$ cat config.mk
export PLATFORM = sky130hd
export DESIGN_NAME = uof_flags
export DESIGN_NICKNAME = d
export VERILOG_FILES = /design/src/uof_pkg.sv /design/src/uof_hold_if.sv /design/src/uof_hold_buf.sv /design/src/uof_flags.sv
export SDC_FILE = /design/constraint.sdc
export NUM_CORES = 1
export LEC_CHECK = 0
export BUFFER_PORTS_ARGS = -buffer_cell sky130_fd_sc_hd__buf_2
export CAP_MARGIN = 20
export CORE_ASPECT_RATIO = 2
export CORE_MARGIN = 5
export CORE_UTILIZATION = 57
export DETAILED_ROUTE_END_ITERATION = 12
export GPL_TIMING_DRIVEN = 0
export HOLD_SLACK_MARGIN = 0.05
export PLACE_DENSITY = 0.81
export SETUP_SLACK_MARGIN = 0.3
export SYNTH_ARGS = -nofsm -noshare
export SYNTH_HDL_FRONTEND = slang
export SYNTH_HIERARCHICAL = 1
export SYNTH_SLANG_ARGS = --single-unit
export TNS_END_PERCENT = 50
$ cat constraint.sdc
create_clock -name clk -period 3.78 [get_ports clk]
set_input_delay 0.189 -clock clk [delete_from_list [all_inputs] [get_ports clk]]
set_output_delay 0.189 -clock clk [all_outputs]
set_load 0.05 [all_outputs]
$ cat src/uof_pkg.sv
// Constants, types and the behaviour list of the UDMA overrun flag block
// Contract
// - A 6-byte holding buffer apart from the sector FIFO catches data during a read pause.
// - Holding-overflow flag sets when more than 6 bytes enter the holding buffer.
// - Holding-overflow flag is status bit 4, resets to 0, works in all non-manual modes.
// - On reads, a full sector FIFO before the byte count is reached feeds the buffer.
// - On writes, the flag sets only if a drive stop request is not honoured.
// - In PIO or multiword DMA the holding-overflow flag only flags a logic fault; the code sets it there on any holding overflow or unhonoured stop.
// - Soft reset or start-transfer control clears the holding-overflow flag.
// - Sync-buffer receive error flag is status bit 5, resets to 0, UDMA reads only.
// - Sync-buffer receive error flag sets when the receive sync buffer overruns.
// - Soft reset or start-transfer control clears the sync-buffer receive error flag.
// - Receive-surplus flag is status bit 6, resets to 0, UDMA reads only.
// - Receive-surplus flag sets when drive data arrives after the expected byte count.
// - Surplus data is counted in 2-byte words in a readable count register.
// - Surplus bytes are dropped at once, never reaching the FIFO or holding buffer.
// - UDMA CRC keeps accumulating over surplus words until the read burst terminates.
// - A drive that sent surplus then stopped at termination sees no CRC error.
package uof_pkg;
  localparam int WORD_W = 16;
  localparam int WORD_BYTES = 2;
  localparam int HOLD_BYTES = 6;
  localparam int HOLD_DEPTH = HOLD_BYTES / WORD_BYTES;
  localparam int LEVEL_W = 2;
  localparam int BCNT_W = 24;
  localparam int SURPLUS_W = 8;
  localparam int STAT_W = 8;
  localparam int BIT_HOLD_OVF = 4;
  localparam int BIT_SYNC_ERR = 5;
  localparam int BIT_SURPLUS = 6;
  localparam int BIT_RSVD = 7;
  localparam logic [LEVEL_W-1:0] LEVEL_EMPTY = 2'h0;
  localparam logic [LEVEL_W-1:0] LEVEL_ONE = 2'h1;
  localparam logic [LEVEL_W-1:0] LEVEL_FULL = 2'h3;
  localparam logic [LEVEL_W-1:0] SLOT_LAST = 2'h2;
  localparam logic [BCNT_W-1:0] BCNT_STEP = 24'h000002;
  localparam logic [BCNT_W-1:0] BCNT_ZERO = 24'h000000;
  localparam logic [SURPLUS_W-1:0] SURPLUS_ZERO = 8'h00;
  localparam logic [SURPLUS_W-1:0] SURPLUS_ONE = 8'h01;
  localparam logic [SURPLUS_W-1:0] SURPLUS_MAX = 8'hFF;
  localparam logic [2:0] WSPILL_ZERO = 3'h0;
  localparam logic [2:0] WSPILL_ONE = 3'h1;
  localparam logic [2:0] WSPILL_LIMIT = 3'h3;
  localparam logic [WORD_W-1:0] CRC_SEED = 16'h4ABA;
  localparam logic [WORD_W-1:0] CRC_POLY = 16'h1021;
  localparam logic [WORD_W-1:0] WORD_ZERO = 16'h0000;
  localparam logic FLAG_RESET = 1'b0;
  localparam logic RSVD_VALUE = 1'b0;
  localparam logic [3:0] LOW_BITS_VALUE = 4'h0;
  typedef enum logic [1:0] {UOF_MANUAL, UOF_PIO, UOF_MWDMA, UOF_UDMA} uof_mode_t;
  typedef enum logic [1:0] {UOF_IDLE, UOF_RUN, UOF_ENDED} uof_xfer_t;
endpackage

$ cat src/uof_hold_if.sv
// Signals between the flag logic and its holding buffer
`timescale 1ns/100ps
interface uof_hold_if;
  import uof_pkg::*;
  logic push;
  logic [WORD_W-1:0] push_data;
  logic pop;
  logic clear;
  logic [WORD_W-1:0] head_data;
  logic head_ok;
  logic [LEVEL_W-1:0] level;
  modport owner (output push, push_data, pop, clear, input head_data, head_ok, level);
  modport store (input push, push_data, pop, clear, output head_data, head_ok, level);
endinterface

$ cat src/uof_hold_buf.sv
// Three-word holding buffer with a registered head word
`timescale 1ns/100ps
module uof_hold_buf (
  input wire logic clk,
  input wire logic rst,
  uof_hold_if.store hb
);
  import uof_pkg::*;

  logic [WORD_W-1:0] mem_r [HOLD_DEPTH];
  logic [LEVEL_W-1:0] wr_ptr_r;
  logic [LEVEL_W-1:0] rd_ptr_r;
  logic [LEVEL_W-1:0] level_r;
  logic [LEVEL_W-1:0] level_nxt;
  logic [WORD_W-1:0] head_r;
  logic head_ok_r;

  function automatic logic [LEVEL_W-1:0] ptr_inc(input logic [LEVEL_W-1:0] p);
    ptr_inc = (p == SLOT_LAST) ? LEVEL_EMPTY : p + LEVEL_ONE;
  endfunction

  wire do_push = hb.push && (level_r != LEVEL_FULL);
  wire do_pop = hb.pop && head_ok_r;
  assign level_nxt = hb.clear ? LEVEL_EMPTY :
                     (do_push && !do_pop) ? level_r + LEVEL_ONE :
                     (!do_push && do_pop) ? level_r - LEVEL_ONE : level_r;

  always_ff @(posedge clk) begin
    if (do_push) begin
      mem_r[wr_ptr_r] <= hb.push_data;
    end
  end

  // Head word is valid only once it has sat one cycle without a pop
  always_ff @(posedge clk or posedge rst) begin
    if (rst) begin
      wr_ptr_r <= LEVEL_EMPTY;
      rd_ptr_r <= LEVEL_EMPTY;
      level_r <= LEVEL_EMPTY;
      head_r <= WORD_ZERO;
      head_ok_r <= 1'b0;
    end else begin
      wr_ptr_r <= hb.clear ? LEVEL_EMPTY : (do_push ? ptr_inc(wr_ptr_r) : wr_ptr_r);
      rd_ptr_r <= hb.clear ? LEVEL_EMPTY : (do_pop ? ptr_inc(rd_ptr_r) : rd_ptr_r);
      level_r <= level_nxt;
      head_r <= mem_r[rd_ptr_r];
      head_ok_r <= (level_r != LEVEL_EMPTY) && !do_pop && !hb.clear;
    end
  end

  assign hb.head_data = head_r;
  assign hb.head_ok = head_ok_r;
  assign hb.level = level_r;
endmodule

$ cat src/uof_flags.sv
// Overrun, sync-buffer and surplus flags of the automatic transfer path
`timescale 1ns/100ps
module uof_flags (
  input wire logic clk,
  input wire logic rst,
  input wire logic soft_reset_set,
  input wire logic begin_auto_transfer,
  input wire uof_pkg::uof_mode_t xfer_mode,
  input wire logic xfer_is_read,
  input wire logic [uof_pkg::BCNT_W-1:0] expected_bytes,
  input wire logic rx_valid,
  input wire logic [uof_pkg::WORD_W-1:0] rx_word,
  input wire logic sector_fifo_full,
  input wire logic sync_buffer_overrun,
  input wire logic drive_stop_request,
  input wire logic tx_word_strobe,
  input wire logic udma_burst_end,
  input wire logic [uof_pkg::WORD_W-1:0] drive_crc,
  output logic sector_fifo_wr,
  output logic [uof_pkg::WORD_W-1:0] sector_fifo_wr_data,
  output logic [uof_pkg::STAT_W-1:0] transfer_error_status,
  output logic [uof_pkg::SURPLUS_W-1:0] surplus_word_count,
  output logic crc_error
);
  import uof_pkg::*;

  ////////////////////////////////////////////////////////////////////////////
  // State and helpers

  uof_xfer_t state_r;
  uof_xfer_t state_nxt;
  logic [BCNT_W-1:0] remain_r;
  logic [BCNT_W-1:0] remain_nxt;
  logic [WORD_W-1:0] crc_r;
  logic [WORD_W-1:0] crc_nxt;
  logic crc_error_r;
  logic crc_error_nxt;
  logic hold_ovf_r;
  logic hold_ovf_nxt;
  logic sync_err_r;
  logic sync_err_nxt;
  logic surplus_r;
  logic surplus_nxt;
  logic [SURPLUS_W-1:0] surplus_cnt_r;
  logic [SURPLUS_W-1:0] surplus_cnt_nxt;
  logic stop_seen_r;
  logic stop_seen_nxt;
  logic [2:0] spill_cnt_r;
  logic [2:0] spill_cnt_nxt;
  logic fifo_wr_r;
  logic [WORD_W-1:0] fifo_data_r;

  uof_hold_if hb ();

  uof_hold_buf u_hold (
    .clk(clk),
    .rst(rst),
    .hb(hb.store)
  );

  // UDMA CRC, x^16 + x^12 + x^5 + 1, one word per call
  function automatic logic [WORD_W-1:0] crc_word(
    input logic [WORD_W-1:0] crc,
    input logic [WORD_W-1:0] data
  );
    logic [WORD_W-1:0] c;
    c = crc;
    for (int i = WORD_W - 1; i >= 0; i--) begin
      c = (c[WORD_W-1] ^ data[i]) ? ((c << 1) ^ CRC_POLY) : (c << 1);
    end
    crc_word = c;
  endfunction

  function automatic logic [BCNT_W-1:0] bcnt_dec(input logic [BCNT_W-1:0] b);
    bcnt_dec = (b < BCNT_STEP) ? BCNT_ZERO : b - BCNT_STEP;
  endfunction

  ////////////////////////////////////////////////////////////////////////////
  // Decode of the transfer context

  wire clear_req = soft_reset_set || begin_auto_transfer;
  wire auto_mode = (xfer_mode != UOF_MANUAL);
  wire udma_read = (xfer_mode == UOF_UDMA) && xfer_is_read;
  wire running = (state_r == UOF_RUN);
  wire count_reached = (remain_r == BCNT_ZERO);

  wire rx_take = running && auto_mode && xfer_is_read && rx_valid;
  wire rx_keep = rx_take && !count_reached;
  wire rx_surplus = rx_take && count_reached && udma_read;
  // Words still wanted spill into the holding buffer while the FIFO is full
  wire to_hold = rx_keep && (sector_fifo_full || (hb.level != LEVEL_EMPTY));
  wire direct = rx_keep && !to_hold;
  wire hold_over = to_hold && (hb.level == LEVEL_FULL);
  wire drain = hb.head_ok && !sector_fifo_full && !direct;

  wire write_auto = running && auto_mode && !xfer_is_read;
  wire spill_evt = write_auto && stop_seen_r && tx_word_strobe
                   && (spill_cnt_r == WSPILL_LIMIT);
  wire hold_evt = auto_mode && (hold_over || spill_evt);
  wire sync_evt = running && udma_read && sync_buffer_overrun;
  wire burst_done = running && udma_read && udma_burst_end;

  ////////////////////////////////////////////////////////////////////////////
  // Holding buffer control

  assign hb.push = to_hold;
  assign hb.push_data = rx_word;
  assign hb.pop = drain;
  assign hb.clear = clear_req;

  ////////////////////////////////////////////////////////////////////////////
  // Transfer sequencing

  always_comb begin
    state_nxt = state_r;
    case (state_r)
      UOF_IDLE: begin
        if (begin_auto_transfer) begin
          state_nxt = UOF_RUN;
        end
      end
      UOF_RUN: begin
        if (soft_reset_set) begin
          state_nxt = UOF_IDLE;
        end else if (burst_done) begin
          state_nxt = UOF_ENDED;
        end
      end
      UOF_ENDED: begin
        if (begin_auto_transfer) begin
          state_nxt = UOF_RUN;
        end else if (soft_reset_set) begin
          state_nxt = UOF_IDLE;
        end
      end
      default: begin
        state_nxt = UOF_IDLE;
      end
    endcase
  end

  assign remain_nxt = begin_auto_transfer ? expected_bytes :
                      rx_keep ? bcnt_dec(remain_r) : remain_r;
  assign stop_seen_nxt = clear_req ? 1'b0 : (stop_seen_r || (write_auto && drive_stop_request));
  // Words the engine still sends after a stop request, saturating at the limit
  assign spill_cnt_nxt = clear_req ? WSPILL_ZERO :
                         (write_auto && stop_seen_r && tx_word_strobe
                          && spill_cnt_r != WSPILL_LIMIT) ? spill_cnt_r + WSPILL_ONE :
                         spill_cnt_r;

  ////////////////////////////////////////////////////////////////////////////
  // CRC over every word received in a UDMA read, surplus words included

  assign crc_nxt = begin_auto_transfer ? CRC_SEED :
                   (rx_take && udma_read) ? crc_word(crc_r, rx_word) : crc_r;
  // Surplus words are in the sum, so a drive that stopped at termination matches
  assign crc_error_nxt = clear_req ? 1'b0 :
                         burst_done ? (crc_r != drive_crc) : crc_error_r;

  ////////////////////////////////////////////////////////////////////////////
  // Sticky flags; an event in the clearing cycle wins

  assign hold_ovf_nxt = hold_evt ? 1'b1 :
                        (clear_req ? 1'b0 : hold_ovf_r);
  assign sync_err_nxt = sync_evt ? 1'b1 :
                        (clear_req ? 1'b0 : sync_err_r);
  assign surplus_nxt = rx_surplus ? 1'b1 :
                       (clear_req ? 1'b0 : surplus_r);
  assign surplus_cnt_nxt = clear_req ? (rx_surplus ? SURPLUS_ONE : SURPLUS_ZERO) :
                           (rx_surplus && surplus_cnt_r != SURPLUS_MAX) ?
                           surplus_cnt_r + SURPLUS_ONE : surplus_cnt_r;

  always_ff @(posedge clk or posedge rst) begin
    if (rst) begin
      state_r <= UOF_IDLE;
      remain_r <= BCNT_ZERO;
      stop_seen_r <= 1'b0;
      spill_cnt_r <= WSPILL_ZERO;
      crc_r <= CRC_SEED;
      crc_error_r <= 1'b0;
    end else begin
      state_r <= state_nxt;
      remain_r <= remain_nxt;
      stop_seen_r <= stop_seen_nxt;
      spill_cnt_r <= spill_cnt_nxt;
      crc_r <= crc_nxt;
      crc_error_r <= crc_error_nxt;
    end
  end

  always_ff @(posedge clk or posedge rst) begin
    if (rst) begin
      hold_ovf_r <= FLAG_RESET;
      sync_err_r <= FLAG_RESET;
      surplus_r <= FLAG_RESET;
      surplus_cnt_r <= SURPLUS_ZERO;
    end else begin
      hold_ovf_r <= hold_ovf_nxt;
      sync_err_r <= sync_err_nxt;
      surplus_r <= surplus_nxt;
      surplus_cnt_r <= surplus_cnt_nxt;
    end
  end

  // Surplus words never reach the FIFO path
  always_ff @(posedge clk or posedge rst) begin
    if (rst) begin
      fifo_wr_r <= 1'b0;
      fifo_data_r <= WORD_ZERO;
    end else begin
      fifo_wr_r <= direct || drain;
      fifo_data_r <= direct ? rx_word : (drain ? hb.head_data : fifo_data_r);
    end
  end

  ////////////////////////////////////////////////////////////////////////////
  // Outputs

  assign sector_fifo_wr = fifo_wr_r;
  assign sector_fifo_wr_data = fifo_data_r;
  assign surplus_word_count = surplus_cnt_r;
  assign crc_error = crc_error_r;
  assign transfer_error_status = {RSVD_VALUE, surplus_r, sync_err_r, hold_ovf_r,
                                  LOW_BITS_VALUE};
endmodule

==> results.md <==
- Worst EP required: 4.11 ns
- Hpwl dp: 13700 um
- CP max FO: 10
- R2R setup slack: 0.46 ns
- Worst Skew: 0.0107 ns
- Post-synth top area share: 31.4%
- Max-slew violation count: 0
- Number of synthesized flops with an enable pin: 48
- Main synth FF type: dfrtp_1
- Detail Route Antenna Nets: 0
- Drt total wl: 18600 um
- Placed Instances: 881
- Yosys reg bits: 146
- DR DRC count: 0
- Final hold vios: 0
- Clock Tree Buf Depth: 2
- Final period utilization: 87.8%
- Outcome: finished clean
- CP Cell Sequence: or4_4 -> nor3_4 -> a31oi_1 -> buf_2 -> a21oi_1 -> nand2_1 -> or4_1 -> a31oi_1
- Peak VDD IR: 0.418 mV
- IO Port Bufs: 96
- Htree depth: 4
- Final Cell Area: 8810 um^2
- Measured slew at the worst slew-check pin: 1.08 ns
- Max stage delay on crit path: 0.61 ns
- 1st-iter DRT viols: 352
- Vias: 5577
- Post-CTS Hold Buffers: 35
- Antenna Cells: 0
- Synth area leaders: dfrtp_1 (31%), edfxtp_1 (20%), xnor2_1 (5.7%)
- Drt via density: 5.88
- Count of cell types in the netlist: 74
- Core Region: 12500 um^2
- Multi-input logic area: 3070 um^2
- TritonCTS Buffers: 17
- Initial antenna violation count: 0
- HP Class: input pin to register
- Non-Filler Instances: 948
- Post-synthesis sequential area ratio: 54.5%
- Most frequent cells in the layout: buf_2 (102), dfrtp_1 (90), nor2_1 (55)
- Crit end category: register
- Starting density of the core: 57.4%
- Layout area overhead: 23.0%
- CTS clock-pin slew for the worst setup and hold paths: 0.07 ns
- DRT Pass-1 Iters: 8
- Critical Path Source Type: register
- Sequential Area: 3900 um^2
- Ys async rst share: 67.1%
- First-pass GRT wire length: 29500 um
- Setup bufs post-CTS: 0
- TritonCTS clock tree: built
- Synth warn: 6
- Die width: 89.3 um
- Power per Cell Area: 478 nW/um^2
- Ratio of cells with drive above 1 in the final layout: 22.7%
- Mapped cell area: 7170 um^2
- Die area: 15100 um^2
- Tot GR Track Use: 25.9%
- Wire per inst: 19.6 um
- Mean Syn Cell Area: 11.4 um^2
- Vias in the first global route: 5971
- FMAX: 301 MHz
- Die Y: 169 um
- Post-CTS sizing: 0
- Final worst path period need: 3.32 ns
- Final TNS setup: 0 ns
- Cell mode on critical path: a31oi_1
- Power Total: 4210 uW
- Largest net degree at the start of global routing: 60
- RSZ-0062 raised after global routing: false
- Clk_lat worst skew: 0.42 ns
- RePlAce Congestion: 0.915
- Critical path data arrival time: 3.65 ns
- Clock root cell: clkbuf_16
- Fillcell total: 875
- Synth area leader: dfrtp_1
- Worst path slowest cell: or4_4
- Leak: 0.00374 uW
- CTS Sinks: 146
- Syn Inst Count: 628
- Final Setup Violations: 0
- IO Count: 103
- Commonest non-fill, non-tap cell in the layout: buf_2
- Slew Limit Headroom: 27.3%
- Grt total ovfl: 0
- Maxcap violations: 0
- Row count: 58
- Hold Slack: 0.0654 ns
- DP Area: 7910 um^2
- Crit path kind: register to register
- Total Nets Final: 858
==> state kept, by name, indices dropped and copies added (netlist names), 2 cells and up <==
name and cells:
u_hold/mem_r 48, remain_r 24, crc_r 16, sector_fifo_wr_data 16, u_hold/hb.head_data 16, surplus_word_count 8, spill_cnt_r 3, state_r 2
u_hold/hb.level 2, u_hold/rd_ptr_r 2, u_hold/wr_ptr_r 2
==> cell usage after synthesis (7+ instances only) <==
library cell,number
dfrtp_1,90
nor2_1,55
edfxtp_1,48
nand2_1,48
xnor2_1,47
mux2i_1,37
a21oi_1,36
o21ai_0,23
nand3_1,19
clkbuf_1,18
nor3_1,17
xor2_1,12
o21ai_1,11
or3_1,11
buf_4,10
o211ai_1,9
dfstp_2,8
inv_1,8
nand4_1,7
==> routing by layer <==
layer | vias up | share of wire (%) | track usage [%]
li1 | 2564 | - | -
met1 | 2731 | 33 | 25.6
met2 | 228 | 58 | 48.4
met3 | 54 | 5.0 | 5.26
met4 | 0 | 4.0 | 13.2
met5 | - | 0 | 0
==> through the flow <==
step / setup slack, ns / utilization (%)
6_report: 0.460 / 70.6
5_1_grt: 0.364 / 70.6
3_3_place_gp: -0.164 / 62.9
2_1_floorplan: 0.620 / -
4_1_cts: 0.546 / 70.6
3_5_place_dp: 0.537 / 63.3
==> power by group <==
group / internal, uW / leakage [uW] / switching, uW / total [uW]
Sequential: 1730 / 0.00164 / 64.8 / 1800
Clock: 882 / 0.000271 / 714 / 1600
Combinational: 287 / 0.00183 / 531 / 819
==> critical path: cells and delay by family (launching register included) <==
kind,cells,cell delay (ns)
AO/OA/AOI/OAI,3,0.83
buffers and inverters,1,0.30
flip-flops,1,0.43
AND/OR/NAND/NOR,4,1.67
==> final cells by class <==
| cell class | instances | area share, % |
|---|---|---|
| clock buffer | 19 | 5.02 |
| multi-input combinational | 442 | 34.8 |
| timing repair buffer | 134 | 9.95 |
| clock inverter | 13 | 1.32 |
| buffer | 35 | 2.09 |
| sequential | 146 | 44.3 |
| tap | 150 | 2.13 |
| inverter | 9 | 0.412 |
==> cells by family (layout without fill, tap and decap cells) <==
family                   count (synthesis)  in the layout  share of synthesized area (%)
buffers and inverters                   44            210                           3.04
XOR/XNOR                                72             72                           10.9
multiplexers                            39             39                           5.48
AO/OA/AOI/OAI                          119            119                           10.8
flip-flops                             146            146                           54.5
adder cells (fa/ha/maj)                  4              4                          0.698
AND/OR/NAND/NOR                        203            203                           14.5
other                                    1              5                         0.0523
==> final timing paths <==
kind	start	to	cells past startpoint
worst max register to register	remain_r[1]	u_hold/hb.level[1]	8
min in group asynchronous	rst	sector_fifo_wr_data[7]	3
worst max-delay path	remain_r[1]	u_hold/hb.level[1]	8
worst min-delay path	rx_word[9]	u_hold/mem_r[0][9]	1
max in group asynchronous	rst	u_hold/hb.head_data[5]	3
worst min register to register	u_hold/mem_r[2][1]	u_hold/hb.head_data[1]	2
Note: power is estimated with default switching activity, not from simulation.
